File: config.mk
export PLATFORM = sky130hd
export DESIGN_NAME = scs_clock_control
export DESIGN_NICKNAME = d
export VERILOG_FILES = /design/src/scs_pkg.sv /design/src/scs_activity_mon.sv /design/src/scs_clock_control.sv /design/src/scs_glitchfree_mux.sv
export SDC_FILE = /design/constraint.sdc
export NUM_CORES = 1
export LEC_CHECK = 0
export BUFFER_PORTS_ARGS = -buffer_cell sky130_fd_sc_hd__buf_2
export CORE_MARGIN = 2
export CORE_UTILIZATION = 57
export CTS_CLUSTER_DIAMETER = 60
export DETAILED_ROUTE_END_ITERATION = 12
export PLACE_DENSITY = 0.78
export SLEW_MARGIN = 20
export SYNTH_ARGS = -nofsm -noshare
export SYNTH_HDL_FRONTEND = slang
export SYNTH_SLANG_ARGS = --single-unit
File: constraint.sdc
create_clock -name ref_clk_i -period 6.4 [get_ports ref_clk_i]
set_clock_uncertainty 0.05 [all_clocks]
set_input_delay 0 -clock ref_clk_i [delete_from_list [all_inputs] [get_ports ref_clk_i]]
set_output_delay 0 -clock ref_clk_i [all_outputs]
set_load 0.03 [all_outputs]
File: src/scs_pkg.sv
// system clock source control: register map, fields, reset values, timing
package scs_pkg;

    // register offsets
    localparam logic [7:0] SCS_EXT_OSC_CONTROL_ADDR = 8'hB1;
    localparam logic [7:0] SCS_INT_OSC_CONTROL_ADDR = 8'hB2;

    // reset values
    localparam logic [7:0] SCS_EXT_OSC_CONTROL_RST  = 8'h30;
    localparam logic [7:0] SCS_INT_OSC_CONTROL_RST  = 8'h04;

    // internal_osc_control field positions
    localparam int SCS_MISSING_CLOCK_ENABLE_BIT = 7;
    localparam int SCS_INT_FREQ_READY_BIT       = 4;
    localparam int SCS_SYSCLK_SOURCE_SELECT_BIT = 3;
    localparam int SCS_INT_OSC_ENABLE_BIT       = 2;
    localparam int SCS_INT_FREQ_SELECT_LSB      = 0;

    // external_osc_control field positions
    localparam int SCS_CRYSTAL_VALID_BIT        = 7;
    localparam int SCS_EXT_OSC_MODE_LSB         = 4;
    localparam int SCS_EXT_DRIVE_SELECT_LSB     = 0;

    // internal frequency select codes: 2, 4, 8, 16 MHz
    localparam logic [1:0] SCS_IFREQ_2MHZ  = 2'h0;
    localparam logic [1:0] SCS_IFREQ_4MHZ  = 2'h1;
    localparam logic [1:0] SCS_IFREQ_8MHZ  = 2'h2;
    localparam logic [1:0] SCS_IFREQ_16MHZ = 2'h3;

    // external mode codes
    localparam logic [2:0] SCS_XMODE_OFF0      = 3'h0;
    localparam logic [2:0] SCS_XMODE_OFF1      = 3'h1;
    localparam logic [2:0] SCS_XMODE_CMOS      = 3'h2;
    localparam logic [2:0] SCS_XMODE_CMOS_DIV2 = 3'h3;
    localparam logic [2:0] SCS_XMODE_RC0_DIV2  = 3'h4;
    localparam logic [2:0] SCS_XMODE_RC1_DIV2  = 3'h5;
    localparam logic [2:0] SCS_XMODE_XTAL      = 3'h6;
    localparam logic [2:0] SCS_XMODE_XTAL_DIV2 = 3'h7;

    // timing
    localparam int SCS_REF_CLK_KHZ        = 25000;
    localparam int SCS_MISSING_TIME_US    = 100;
    localparam int SCS_MISSING_CYC        =
        (SCS_MISSING_TIME_US * SCS_REF_CLK_KHZ) / 1000;
    localparam int SCS_XTAL_SETTLE_TIME_US = 1000;
    localparam int SCS_XTAL_SETTLE_CYC    =
        (SCS_XTAL_SETTLE_TIME_US * SCS_REF_CLK_KHZ) / 1000;
    localparam int SCS_MON_W              = 12;
    localparam int SCS_SETTLE_W           = 16;

    typedef struct packed {
        logic       missing_clock_enable;
        logic       sysclk_source_select;
        logic       int_osc_enable;
        logic [1:0] int_freq_select;
    } scs_int_ctrl_t;

    typedef struct packed {
        logic [2:0] ext_osc_mode;
        logic [2:0] ext_drive_select;
    } scs_ext_ctrl_t;

    typedef struct packed {
        logic [7:0] addr;
        logic       wr;
        logic [7:0] wdata;
    } scs_sfr_req_t;

endpackage : scs_pkg
File: src/scs_activity_mon.sv
// edge activity monitor: flags a waveform as running while edges keep coming
`timescale 1ns/10ps
module scs_activity_mon
    import scs_pkg::*;
#(
    parameter logic [SCS_MON_W-1:0] TIMEOUT = 12'hFFF
) (
    // clock and reset
    input  wire logic ref_clk_i,
    input  wire logic rst_i,
    // sampled waveform
    input  wire logic sig_i,
    // status
    output logic      active_o
);

    logic                 prev;
    logic [SCS_MON_W-1:0] idle_cnt;
    logic                 edge_seen;
    logic                 saturated;
    logic [SCS_MON_W-1:0] next_idle_cnt;

    assign edge_seen     = sig_i & ~prev;
    assign saturated     = (idle_cnt >= TIMEOUT);
    assign next_idle_cnt = edge_seen ? '0 :
                           saturated ? idle_cnt :
                           idle_cnt + 1'b1;

    // starts out idle so a source that stays low is never taken as running
    always_ff @(posedge ref_clk_i) begin
        if (rst_i) begin
            prev     <= 1'b0;
            idle_cnt <= TIMEOUT;
            active_o <= 1'b0;
        end else begin
            prev     <= sig_i;
            idle_cnt <= next_idle_cnt;
            active_o <= (next_idle_cnt < TIMEOUT);
        end
    end

endmodule : scs_activity_mon

File: src/scs_clock_control.sv
// system clock source control: registers, source selection and monitors
//
// Function
// - Any reset puts the system clock back on the internal oscillator.
// - While the reset pin is low both oscillators are held disabled.
// - Bit 3 of internal_osc_control picks internal (0) or external (1).
// - Missing clock enable bit 7 arms a detector that raises a reset.
// - Bits 6 and 5 of internal_osc_control read zero and ignore writes.
// - The frequency-ready flag reads one only while at the chosen speed.
// - Enable bit 2 switches the internal oscillator on or off.
// - The two-bit frequency field picks 2, 4, 8 or 16 MHz.
// - The internal oscillator is usable as soon as it is enabled.
// - The crystal-valid flag rises once a 1xx-mode crystal runs stably.
// - The mode field picks off, CMOS, RC/C or crystal, some halved.
// - Bit 3 of external_osc_control is reserved and ignores writes.
// - The external oscillator may run while internal clocks the chip.
`timescale 1ns/10ps
module scs_clock_control
    import scs_pkg::*;
#(
    parameter int XTAL_SETTLE_CYC = SCS_XTAL_SETTLE_CYC
) (
    // clock and reset
    input  wire logic       ref_clk_i,
    input  wire logic       rst_i,
    // reset pin, active low, asynchronous
    input  wire logic       rst_pin_n_i,
    // special function register port
    input  wire logic [7:0] sfr_addr_i,
    input  wire logic       sfr_wr_i,
    input  wire logic [7:0] sfr_wdata_i,
    output logic      [7:0] sfr_rdata_o,
    // internal oscillator (analog macro)
    input  wire logic       int_osc_wave_i,
    input  wire logic       int_osc_locked_i,
    output logic            int_osc_enable_o,
    output logic      [1:0] int_freq_select_o,
    // external oscillator drive circuit
    input  wire logic       ext_clock_pin_a_i,
    output logic      [2:0] ext_osc_mode_o,
    output logic      [2:0] ext_drive_select_o,
    output logic            ext_clock_pin_a_ground_o,
    // system clock and missing clock reset
    output logic            sysclk_o,
    output logic            sysclk_is_ext_o,
    output logic            missing_clock_reset_o
);

    // two-flop synchronisers for every pin-side input
    localparam int SYNC_W = 4;
    logic [SYNC_W-1:0] sync_in;
    logic [SYNC_W-1:0] sync_s1;
    logic [SYNC_W-1:0] sync_s2;

    assign sync_in = {rst_pin_n_i, int_osc_wave_i,
                      int_osc_locked_i, ext_clock_pin_a_i};

    genvar gi;
    generate
        for (gi = 0; gi < SYNC_W; gi++) begin : g_sync
            always_ff @(posedge ref_clk_i) begin
                if (rst_i) begin
                    sync_s1[gi] <= 1'b0;
                    sync_s2[gi] <= 1'b0;
                end else begin
                    sync_s1[gi] <= sync_in[gi];
                    sync_s2[gi] <= sync_s1[gi];
                end
            end
        end
    endgenerate

    logic pin_rst;
    logic int_wave_s;
    logic int_locked_s;
    logic ext_pin_s;

    assign pin_rst      = ~sync_s2[3];
    assign int_wave_s   = sync_s2[2];
    assign int_locked_s = sync_s2[1];
    assign ext_pin_s    = sync_s2[0];

    // every reset source returns the block to its boot state
    logic any_rst;
    assign any_rst = rst_i | pin_rst | missing_clock_reset_o;

    // register file
    scs_int_ctrl_t int_ctrl;
    scs_ext_ctrl_t ext_ctrl;
    scs_sfr_req_t  req;
    logic          wr_int;
    logic          wr_ext;
    logic          crystal_valid;
    logic          int_freq_ready;

    assign req    = '{addr: sfr_addr_i, wr: sfr_wr_i, wdata: sfr_wdata_i};
    assign wr_int = req.wr && (req.addr == SCS_INT_OSC_CONTROL_ADDR);
    assign wr_ext = req.wr && (req.addr == SCS_EXT_OSC_CONTROL_ADDR);

    localparam scs_int_ctrl_t INT_RST = '{
        missing_clock_enable:
            SCS_INT_OSC_CONTROL_RST[SCS_MISSING_CLOCK_ENABLE_BIT],
        sysclk_source_select:
            SCS_INT_OSC_CONTROL_RST[SCS_SYSCLK_SOURCE_SELECT_BIT],
        int_osc_enable:       SCS_INT_OSC_CONTROL_RST[SCS_INT_OSC_ENABLE_BIT],
        int_freq_select:
            SCS_INT_OSC_CONTROL_RST[SCS_INT_FREQ_SELECT_LSB +: 2]
    };
    localparam scs_ext_ctrl_t EXT_RST = '{
        ext_osc_mode:     SCS_EXT_OSC_CONTROL_RST[SCS_EXT_OSC_MODE_LSB +: 3],
        ext_drive_select: SCS_EXT_OSC_CONTROL_RST[SCS_EXT_DRIVE_SELECT_LSB +: 3]
    };

    scs_int_ctrl_t next_int_ctrl;
    scs_ext_ctrl_t next_ext_ctrl;

    // bits 6..5 and the read-only flag are simply not stored
    assign next_int_ctrl = wr_int ? '{
        missing_clock_enable: req.wdata[SCS_MISSING_CLOCK_ENABLE_BIT],
        sysclk_source_select: req.wdata[SCS_SYSCLK_SOURCE_SELECT_BIT],
        int_osc_enable:       req.wdata[SCS_INT_OSC_ENABLE_BIT],
        int_freq_select:      req.wdata[SCS_INT_FREQ_SELECT_LSB +: 2]
    } : int_ctrl;

    // bit 3 and the crystal-valid flag are not stored
    assign next_ext_ctrl = wr_ext ? '{
        ext_osc_mode:     req.wdata[SCS_EXT_OSC_MODE_LSB +: 3],
        ext_drive_select: req.wdata[SCS_EXT_DRIVE_SELECT_LSB +: 3]
    } : ext_ctrl;

    always_ff @(posedge ref_clk_i) begin
        if (any_rst) begin
            int_ctrl <= INT_RST;
            ext_ctrl <= EXT_RST;
        end else begin
            int_ctrl <= next_int_ctrl;
            ext_ctrl <= next_ext_ctrl;
        end
    end

    // read mux, one cycle after the address
    logic [7:0] rd_int;
    logic [7:0] rd_ext;
    logic [7:0] next_rdata;

    assign rd_int = {int_ctrl.missing_clock_enable,
                     2'h0,
                     int_freq_ready,
                     int_ctrl.sysclk_source_select,
                     int_ctrl.int_osc_enable,
                     int_ctrl.int_freq_select};
    assign rd_ext = {crystal_valid,
                     ext_ctrl.ext_osc_mode,
                     1'b0,
                     ext_ctrl.ext_drive_select};
    assign next_rdata = (req.addr == SCS_INT_OSC_CONTROL_ADDR) ? rd_int :
                        (req.addr == SCS_EXT_OSC_CONTROL_ADDR) ? rd_ext :
                        8'h00;

    always_ff @(posedge ref_clk_i) begin
        if (rst_i) begin
            sfr_rdata_o <= 8'h00;
        end else begin
            sfr_rdata_o <= next_rdata;
        end
    end

    // oscillator controls toward the analog side
    logic       int_en_eff;
    logic [2:0] ext_mode_eff;
    logic       ext_off;

    assign int_en_eff   = int_ctrl.int_osc_enable & ~pin_rst;
    assign ext_mode_eff = pin_rst ? SCS_XMODE_OFF0
                                  : ext_ctrl.ext_osc_mode;
    assign ext_off      = (ext_mode_eff == SCS_XMODE_OFF0) ||
                          (ext_mode_eff == SCS_XMODE_OFF1);

    always_ff @(posedge ref_clk_i) begin
        if (rst_i) begin
            int_osc_enable_o         <= 1'b0;
            int_freq_select_o        <= SCS_IFREQ_2MHZ;
            ext_osc_mode_o           <= SCS_XMODE_OFF0;
            ext_drive_select_o       <= 3'h0;
            ext_clock_pin_a_ground_o <= 1'b1;
        end else begin
            int_osc_enable_o         <= int_en_eff;
            int_freq_select_o        <= int_ctrl.int_freq_select;
            ext_osc_mode_o           <= ext_mode_eff;
            ext_drive_select_o       <= ext_ctrl.ext_drive_select;
            ext_clock_pin_a_ground_o <= ext_off;
        end
    end

    // ready only while enabled and the oscillator reports lock
    assign int_freq_ready = int_en_eff & int_locked_s;

    // external waveform: optional divide by two per mode
    logic ext_div2_mode;
    logic ext_prev;
    logic ext_half;
    logic ext_wave;
    logic int_wave;

    assign ext_div2_mode = (ext_mode_eff == SCS_XMODE_CMOS_DIV2) ||
                           (ext_mode_eff == SCS_XMODE_RC0_DIV2) ||
                           (ext_mode_eff == SCS_XMODE_RC1_DIV2) ||
                           (ext_mode_eff == SCS_XMODE_XTAL_DIV2);

    always_ff @(posedge ref_clk_i) begin
        if (any_rst) begin
            ext_prev <= 1'b0;
            ext_half <= 1'b0;
        end else begin
            ext_prev <= ext_pin_s;
            if (ext_pin_s && !ext_prev) begin
                ext_half <= ~ext_half;
            end
        end
    end

    assign ext_wave = ext_off ? 1'b0 :
                      ext_div2_mode ? ext_half : ext_pin_s;
    // no settling gate on the internal source
    assign int_wave = int_en_eff & int_wave_s;

    // crystal qualification: running, then stable for the settle time
    logic                    ext_active;
    logic                    xtal_mode;
    logic [SCS_SETTLE_W-1:0] settle_cnt;
    logic                    settle_done;

    assign xtal_mode   = ext_mode_eff[2];
    assign settle_done = (settle_cnt >= XTAL_SETTLE_CYC[SCS_SETTLE_W-1:0]);

    scs_activity_mon #(
        .TIMEOUT (SCS_MISSING_CYC[SCS_MON_W-1:0])
    ) u_ext_mon (
        .ref_clk_i (ref_clk_i),
        .rst_i     (any_rst),
        .sig_i     (ext_pin_s),
        .active_o  (ext_active)
    );

    always_ff @(posedge ref_clk_i) begin
        if (any_rst || !xtal_mode || !ext_active) begin
            settle_cnt <= '0;
        end else if (!settle_done) begin
            settle_cnt <= settle_cnt + 1'b1;
        end
    end

    assign crystal_valid = xtal_mode & ext_active & settle_done;

    // glitch-free source switch
    scs_glitchfree_mux u_mux (
        .ref_clk_i (ref_clk_i),
        .rst_i     (any_rst),
        .sel_i     (int_ctrl.sysclk_source_select),
        .src0_i    (int_wave),
        .src1_i    (ext_wave),
        .clk_o     (sysclk_o),
        .cur_sel_o (sysclk_is_ext_o)
    );

    // missing clock detector on the system clock
    logic sys_active;

    scs_activity_mon #(
        .TIMEOUT (SCS_MISSING_CYC[SCS_MON_W-1:0])
    ) u_sys_mon (
        .ref_clk_i (ref_clk_i),
        .rst_i     (any_rst),
        .sig_i     (sysclk_o),
        .active_o  (sys_active)
    );

    // armed only after the monitor has once seen the clock running
    logic seen_running;

    always_ff @(posedge ref_clk_i) begin
        if (any_rst || !int_ctrl.missing_clock_enable) begin
            seen_running <= 1'b0;
        end else if (sys_active) begin
            seen_running <= 1'b1;
        end
    end

    always_ff @(posedge ref_clk_i) begin
        if (rst_i) begin
            missing_clock_reset_o <= 1'b0;
        end else begin
            missing_clock_reset_o <= int_ctrl.missing_clock_enable &
                                     seen_running & ~sys_active &
                                     ~missing_clock_reset_o;
        end
    end

endmodule : scs_clock_control

File: src/scs_glitchfree_mux.sv
// glitch-free switch between two sampled oscillator waveforms
`timescale 1ns/10ps
module scs_glitchfree_mux
    import scs_pkg::*;
(
    // clock and reset
    input  wire logic ref_clk_i,
    input  wire logic rst_i,
    // control
    input  wire logic sel_i,
    // sources
    input  wire logic src0_i,
    input  wire logic src1_i,
    // output
    output logic      clk_o,
    output logic      cur_sel_o
);

    typedef enum logic [1:0] {
        SCS_MUX_RUN  = 2'b01,
        SCS_MUX_PARK = 2'b10
    } scs_mux_state_t;

    scs_mux_state_t state;
    scs_mux_state_t next_state;
    logic           cur_src;
    logic           new_src;
    logic           next_clk;

    assign cur_src = cur_sel_o ? src1_i : src0_i;
    assign new_src = sel_i ? src1_i : src0_i;

    // leave the old source only on its low phase, join the new one only on
    // its low phase, so neither a cut high pulse nor a runt can appear
    always_comb begin
        next_state = state;
        next_clk   = 1'b0;
        case (state)
            SCS_MUX_RUN: begin
                next_clk = cur_src;
                if ((sel_i != cur_sel_o) && !cur_src) begin
                    next_state = SCS_MUX_PARK;
                    next_clk   = 1'b0;
                end
            end
            SCS_MUX_PARK: begin
                if (!new_src) begin
                    next_state = SCS_MUX_RUN;
                end
            end
            default: begin
                next_state = SCS_MUX_RUN;
            end
        endcase
    end

    always_ff @(posedge ref_clk_i) begin
        if (rst_i) begin
            state     <= SCS_MUX_RUN;
            clk_o     <= 1'b0;
            cur_sel_o <= 1'b0;
        end else begin
            state <= next_state;
            clk_o <= next_clk;
            if ((state == SCS_MUX_PARK) && !new_src) begin
                cur_sel_o <= sel_i;
            end
        end
    end

endmodule : scs_glitchfree_mux

==> metrics.md <==
| Metric | Value |
|---|---|
| Status | complete, no violations |
| Vias/cell | about 5.6 |
| Die Span Y | ~88 um |
| Post-CTS Setup Repair Bufs | 0 |
| Hold depth | 3 |
| XOR/XNOR Fraction of Synth Area | 0.04370 |
| Area delta synth->final | 15.82% |
| I/O Pins | 44 |
| Die Wd | 87.87 um |
| Utilization after layout | 0.6834 |
| CP cell instances | nor2b_1 > nand2b_1 > nor2_1 > nand2_1 > o21ai_0 |
| EDFF count, synth | 0 |
| Clock Latency Late Sink | 0.35 ns |
| TritonCTS clock tree | done |
| FILL cells | 549 |
| Minimum clock period | 2.631 ns |
| N_diodes | 0 |
| CP Capture Type | flip-flop |
| Reg2reg setup slack | 3.77 ns |
| Hold path start | sfr_addr_i[0] |
| Final ANT Viol Nets | 0 |
| CP arrival | 2.86 ns |
| CTS clk-pin slew, worst paths | 0.08 ns |
| Most frequent cells in the layout | dfxtp_1, nand2_1, buf_2 |
| Synthesized area | 4009 um2 |
| GP Congestion | 0.8587 |
| Worst vdd ir | 0.0001637 V |
| Post-synth top flop | dfxtp_1 |
| Worst r2r path cells | 5 |
| Slew Viols, Final | 0 |
| Clock Root Buffer | clkbuf_8 |
| Core area | 6794 um2 |
| Overall Power | 1.008 mW |
| Post-synthesis compound-gate area fraction | 0.1227 |
| GR Util All Layers | 0.2233 |
| Slew HR | 0.3037 |
| Flops & latches, synth | a little under 90 |
| DPL Wire Length | 5466 um |
| Reg area | 1762 um2 |
| Post-Synthesis Cells | 442 |
| Commonest non-fill, non-tap cell in the layout | dfxtp_1 |
| Fin Setup TNS | 0 ns |
| PD cells | 217.1 nW/um2 |
| Vias in the first global route | approximately 3000 |
| P_leak | 1.683 nW |
| Remaining DRCs | 0 |
| Post-CTS Resized | 0 |
| Peak Freq | 380.2 MHz |
| CTS sink count | 88 |
| Simple-Gate Fraction of Synth Area | 0.2672 |
| RSZ-0062 raised after global routing | no |
| Fin. Hold Viols | 0 |
| Slowest cell on crit path | nor2_1 |
| Tcrit/Tclk final | 0.4110 |
| Worst slew pin tran | 1.030 ns |
| WL/cell | 13.96 um |
| TritonRoute pass-1 iters | 5 |
| Multiplexer share of the synthesized area | 0.07022 |
| Iter 0 DRT Violations | 124 |
| Maximum Capacitance Violations | 0 |
| Critical Path RT | roughly 6.6 ns |
| Net Count, Synth | 471 |
| Synth Warn # | 0 |
| CTS Buf Count | 9 |
| Largest net degree at the start of global routing | 29 |
| Async S/R FF share, synth | 0 |
| Hold_buf cts | 16 |
| Port buffer count | 43 |
| Final WL | 8304 um |
| Initial Utilization | 0.5901 |
| Kind of critical path | reg2reg |
| Syn_area_per_cell | slightly above 9 um2 |
| Sequential area share after synthesis | 0.4395 |
| Rows | 30 |
| Hold Crit Class | in2reg |
| Footprint of the multi-input gates | 2098 um2 |
| Vias | 3340 |
| Critical path launch point type | flip-flop |
| Largest family of logic cells by synthesized area | simple AND/OR/NAND/NOR gates |
| First-pass GRT wire length | approximately 14000 um |
| CTS HTree Levels | 3 |
| Largest fanout on the critical path | 28 |
| Max incr delay on CP | 0.84 ns |
| Initial antenna violation count | 0 |
| GRT Residual Overflow | 0 |
| Worst reg2reg endpoint | settle_cnt[14]$_SDFFE_PP0P_ |
| CP startpoint | sync_s2[3]$_SDFF_PP0_ |
| CTS max path bufs | 2 |
| Worst hold path endpoint | sfr_rdata_o[3]$_SDFF_PP0_ |
| Worst r2r src | sync_s2[3]$_SDFF_PP0_ |
| Die Area | between 7000 and 8000 um2 |
| Fin nets | around 520 |
| Adder-cell share of the synthesized area | 0.01873 |
| Share of cells above drive strength 1 | 0.1483 |
| Final setup vio count | 0 |
| Post-synth cell types | 60 |
Yosys cell counts (2+ instances only):
cell type | number | share of area
nand2_1 | 49 | 0.046
a311oi_1 | 2 | 0.0044
nand3_1 | 15 | 0.019
xor2_1 | 4 | 0.0087
xnor2_1 | 16 | 0.035
o32ai_1 | 2 | 0.0044
clkbuf_2 | 3 | 0.0037
inv_1 | 12 | 0.011
nor4_1 | 15 | 0.023
clkbuf_1 | 12 | 0.011
nor3b_1 | 2 | 0.0037
a211oi_1 | 7 | 0.013
nor2_1 | 36 | 0.034
nand4b_1 | 2 | 0.0044
dfxtp_1 | 88 | 0.44
o21ai_0 | 16 | 0.020
a22o_1 | 4 | 0.0087
buf_6 | 2 | 0.0056
o21ai_1 | 2 | 0.0025
nand4_1 | 9 | 0.014
and2_1 | 11 | 0.017
a21oi_1 | 12 | 0.015
ha_1 | 6 | 0.019
mux2i_1 | 27 | 0.067
nor4b_1 | 6 | 0.013
nand2b_1 | 7 | 0.011
a2111oi_0 | 3 | 0.0066
nor3_1 | 6 | 0.0075
or3_1 | 11 | 0.017
and3_1 | 3 | 0.0047
or4_1 | 2 | 0.0037
a311o_1 | 2 | 0.0050
nor2b_1 | 19 | 0.030
a21o_1 | 3 | 0.0056
worst max-delay path: cells and delay by family, from the launching register on:
family          cells  cell delay (ns)
compound gates      1             0.17
flops               1             0.49
simple gates        4             1.85
kinds of logic (layout without fill, tap and decap cells):
group | count (synthesis) | count (layout)
simple gates | 201 | 201
flops | 88 | 88
compound gates | 67 | 67
buf+inv | 32 | 89
mux | 28 | 28
xor+xnor | 20 | 20
fa+ha+maj | 6 | 6
area by class of cell:
cell class	count	share of cell area
multi-input cells	322	0.4519
flip-flops and latches	88	0.3794
repair buffers	61	0.08407
clock buffers	9	0.02668
well taps	96	0.02587
clock inverters	7	0.02237
inverters	12	0.009701
routing by layer:
metal	vias up	track usage	wire length (um)
li1	1669	-	-
met1	1589	0.2937	3917
met2	73	0.3726	3991
met3	9	0.05655	307
met4	0	0.04755	87
met5	-	0	0
how the worst max path moves through the flow:
stage | to | slack, ns | cells after the start
after floorplan | u_ext_mon.active_o$_SDFF_PP0_ | 4.35 | 6
after global placement | settle_cnt[14]$_SDFFE_PP0P_ | 3.90 | 5
after detailed placement | settle_cnt[14]$_SDFFE_PP0P_ | 3.77 | 5
after CTS | settle_cnt[14]$_SDFFE_PP0P_ | 3.75 | 5
after global routing | settle_cnt[14]$_SDFFE_PP0P_ | 3.45 | 5
final | settle_cnt[14]$_SDFFE_PP0P_ | 3.77 | 5
sequential cells by signal, indices dropped and copies added, names as in the netlist, 2 cells and up:
name / cells
ext_drive_select_o: 3
ext_osc_mode_o: 3
settle_cnt: 16
u_sys_mon.idle_cnt: 12
ext_ctrl: 6
sfr_rdata_o: 8
int_freq_select_o: 2
u_mux.state: 2
int_ctrl: 5
sync_s1: 4
u_ext_mon.idle_cnt: 12
report_power, final:
group,internal [mW],switching [mW],total (mW)
clock network,0.225,0.200,0.424
registers,0.550,0.00215,0.553
logic,0.0167,0.0149,0.0316
stage by stage:
step	hold WS, ns	std cells	area, um2	worst slack, ns
2_1_floorplan	0.02161	442	4009	4.346
3_3_place_gp	0.1653	563	4252	3.904
3_5_place_dp	0.1669	563	4252	3.769
4_1_cts	0.01323	595	4639	3.745
5_1_grt	0.04078	595	4643	3.451
6_report	0.03397	595	4643	3.769
No activity file was read; power rests on OpenSTA's default activity.
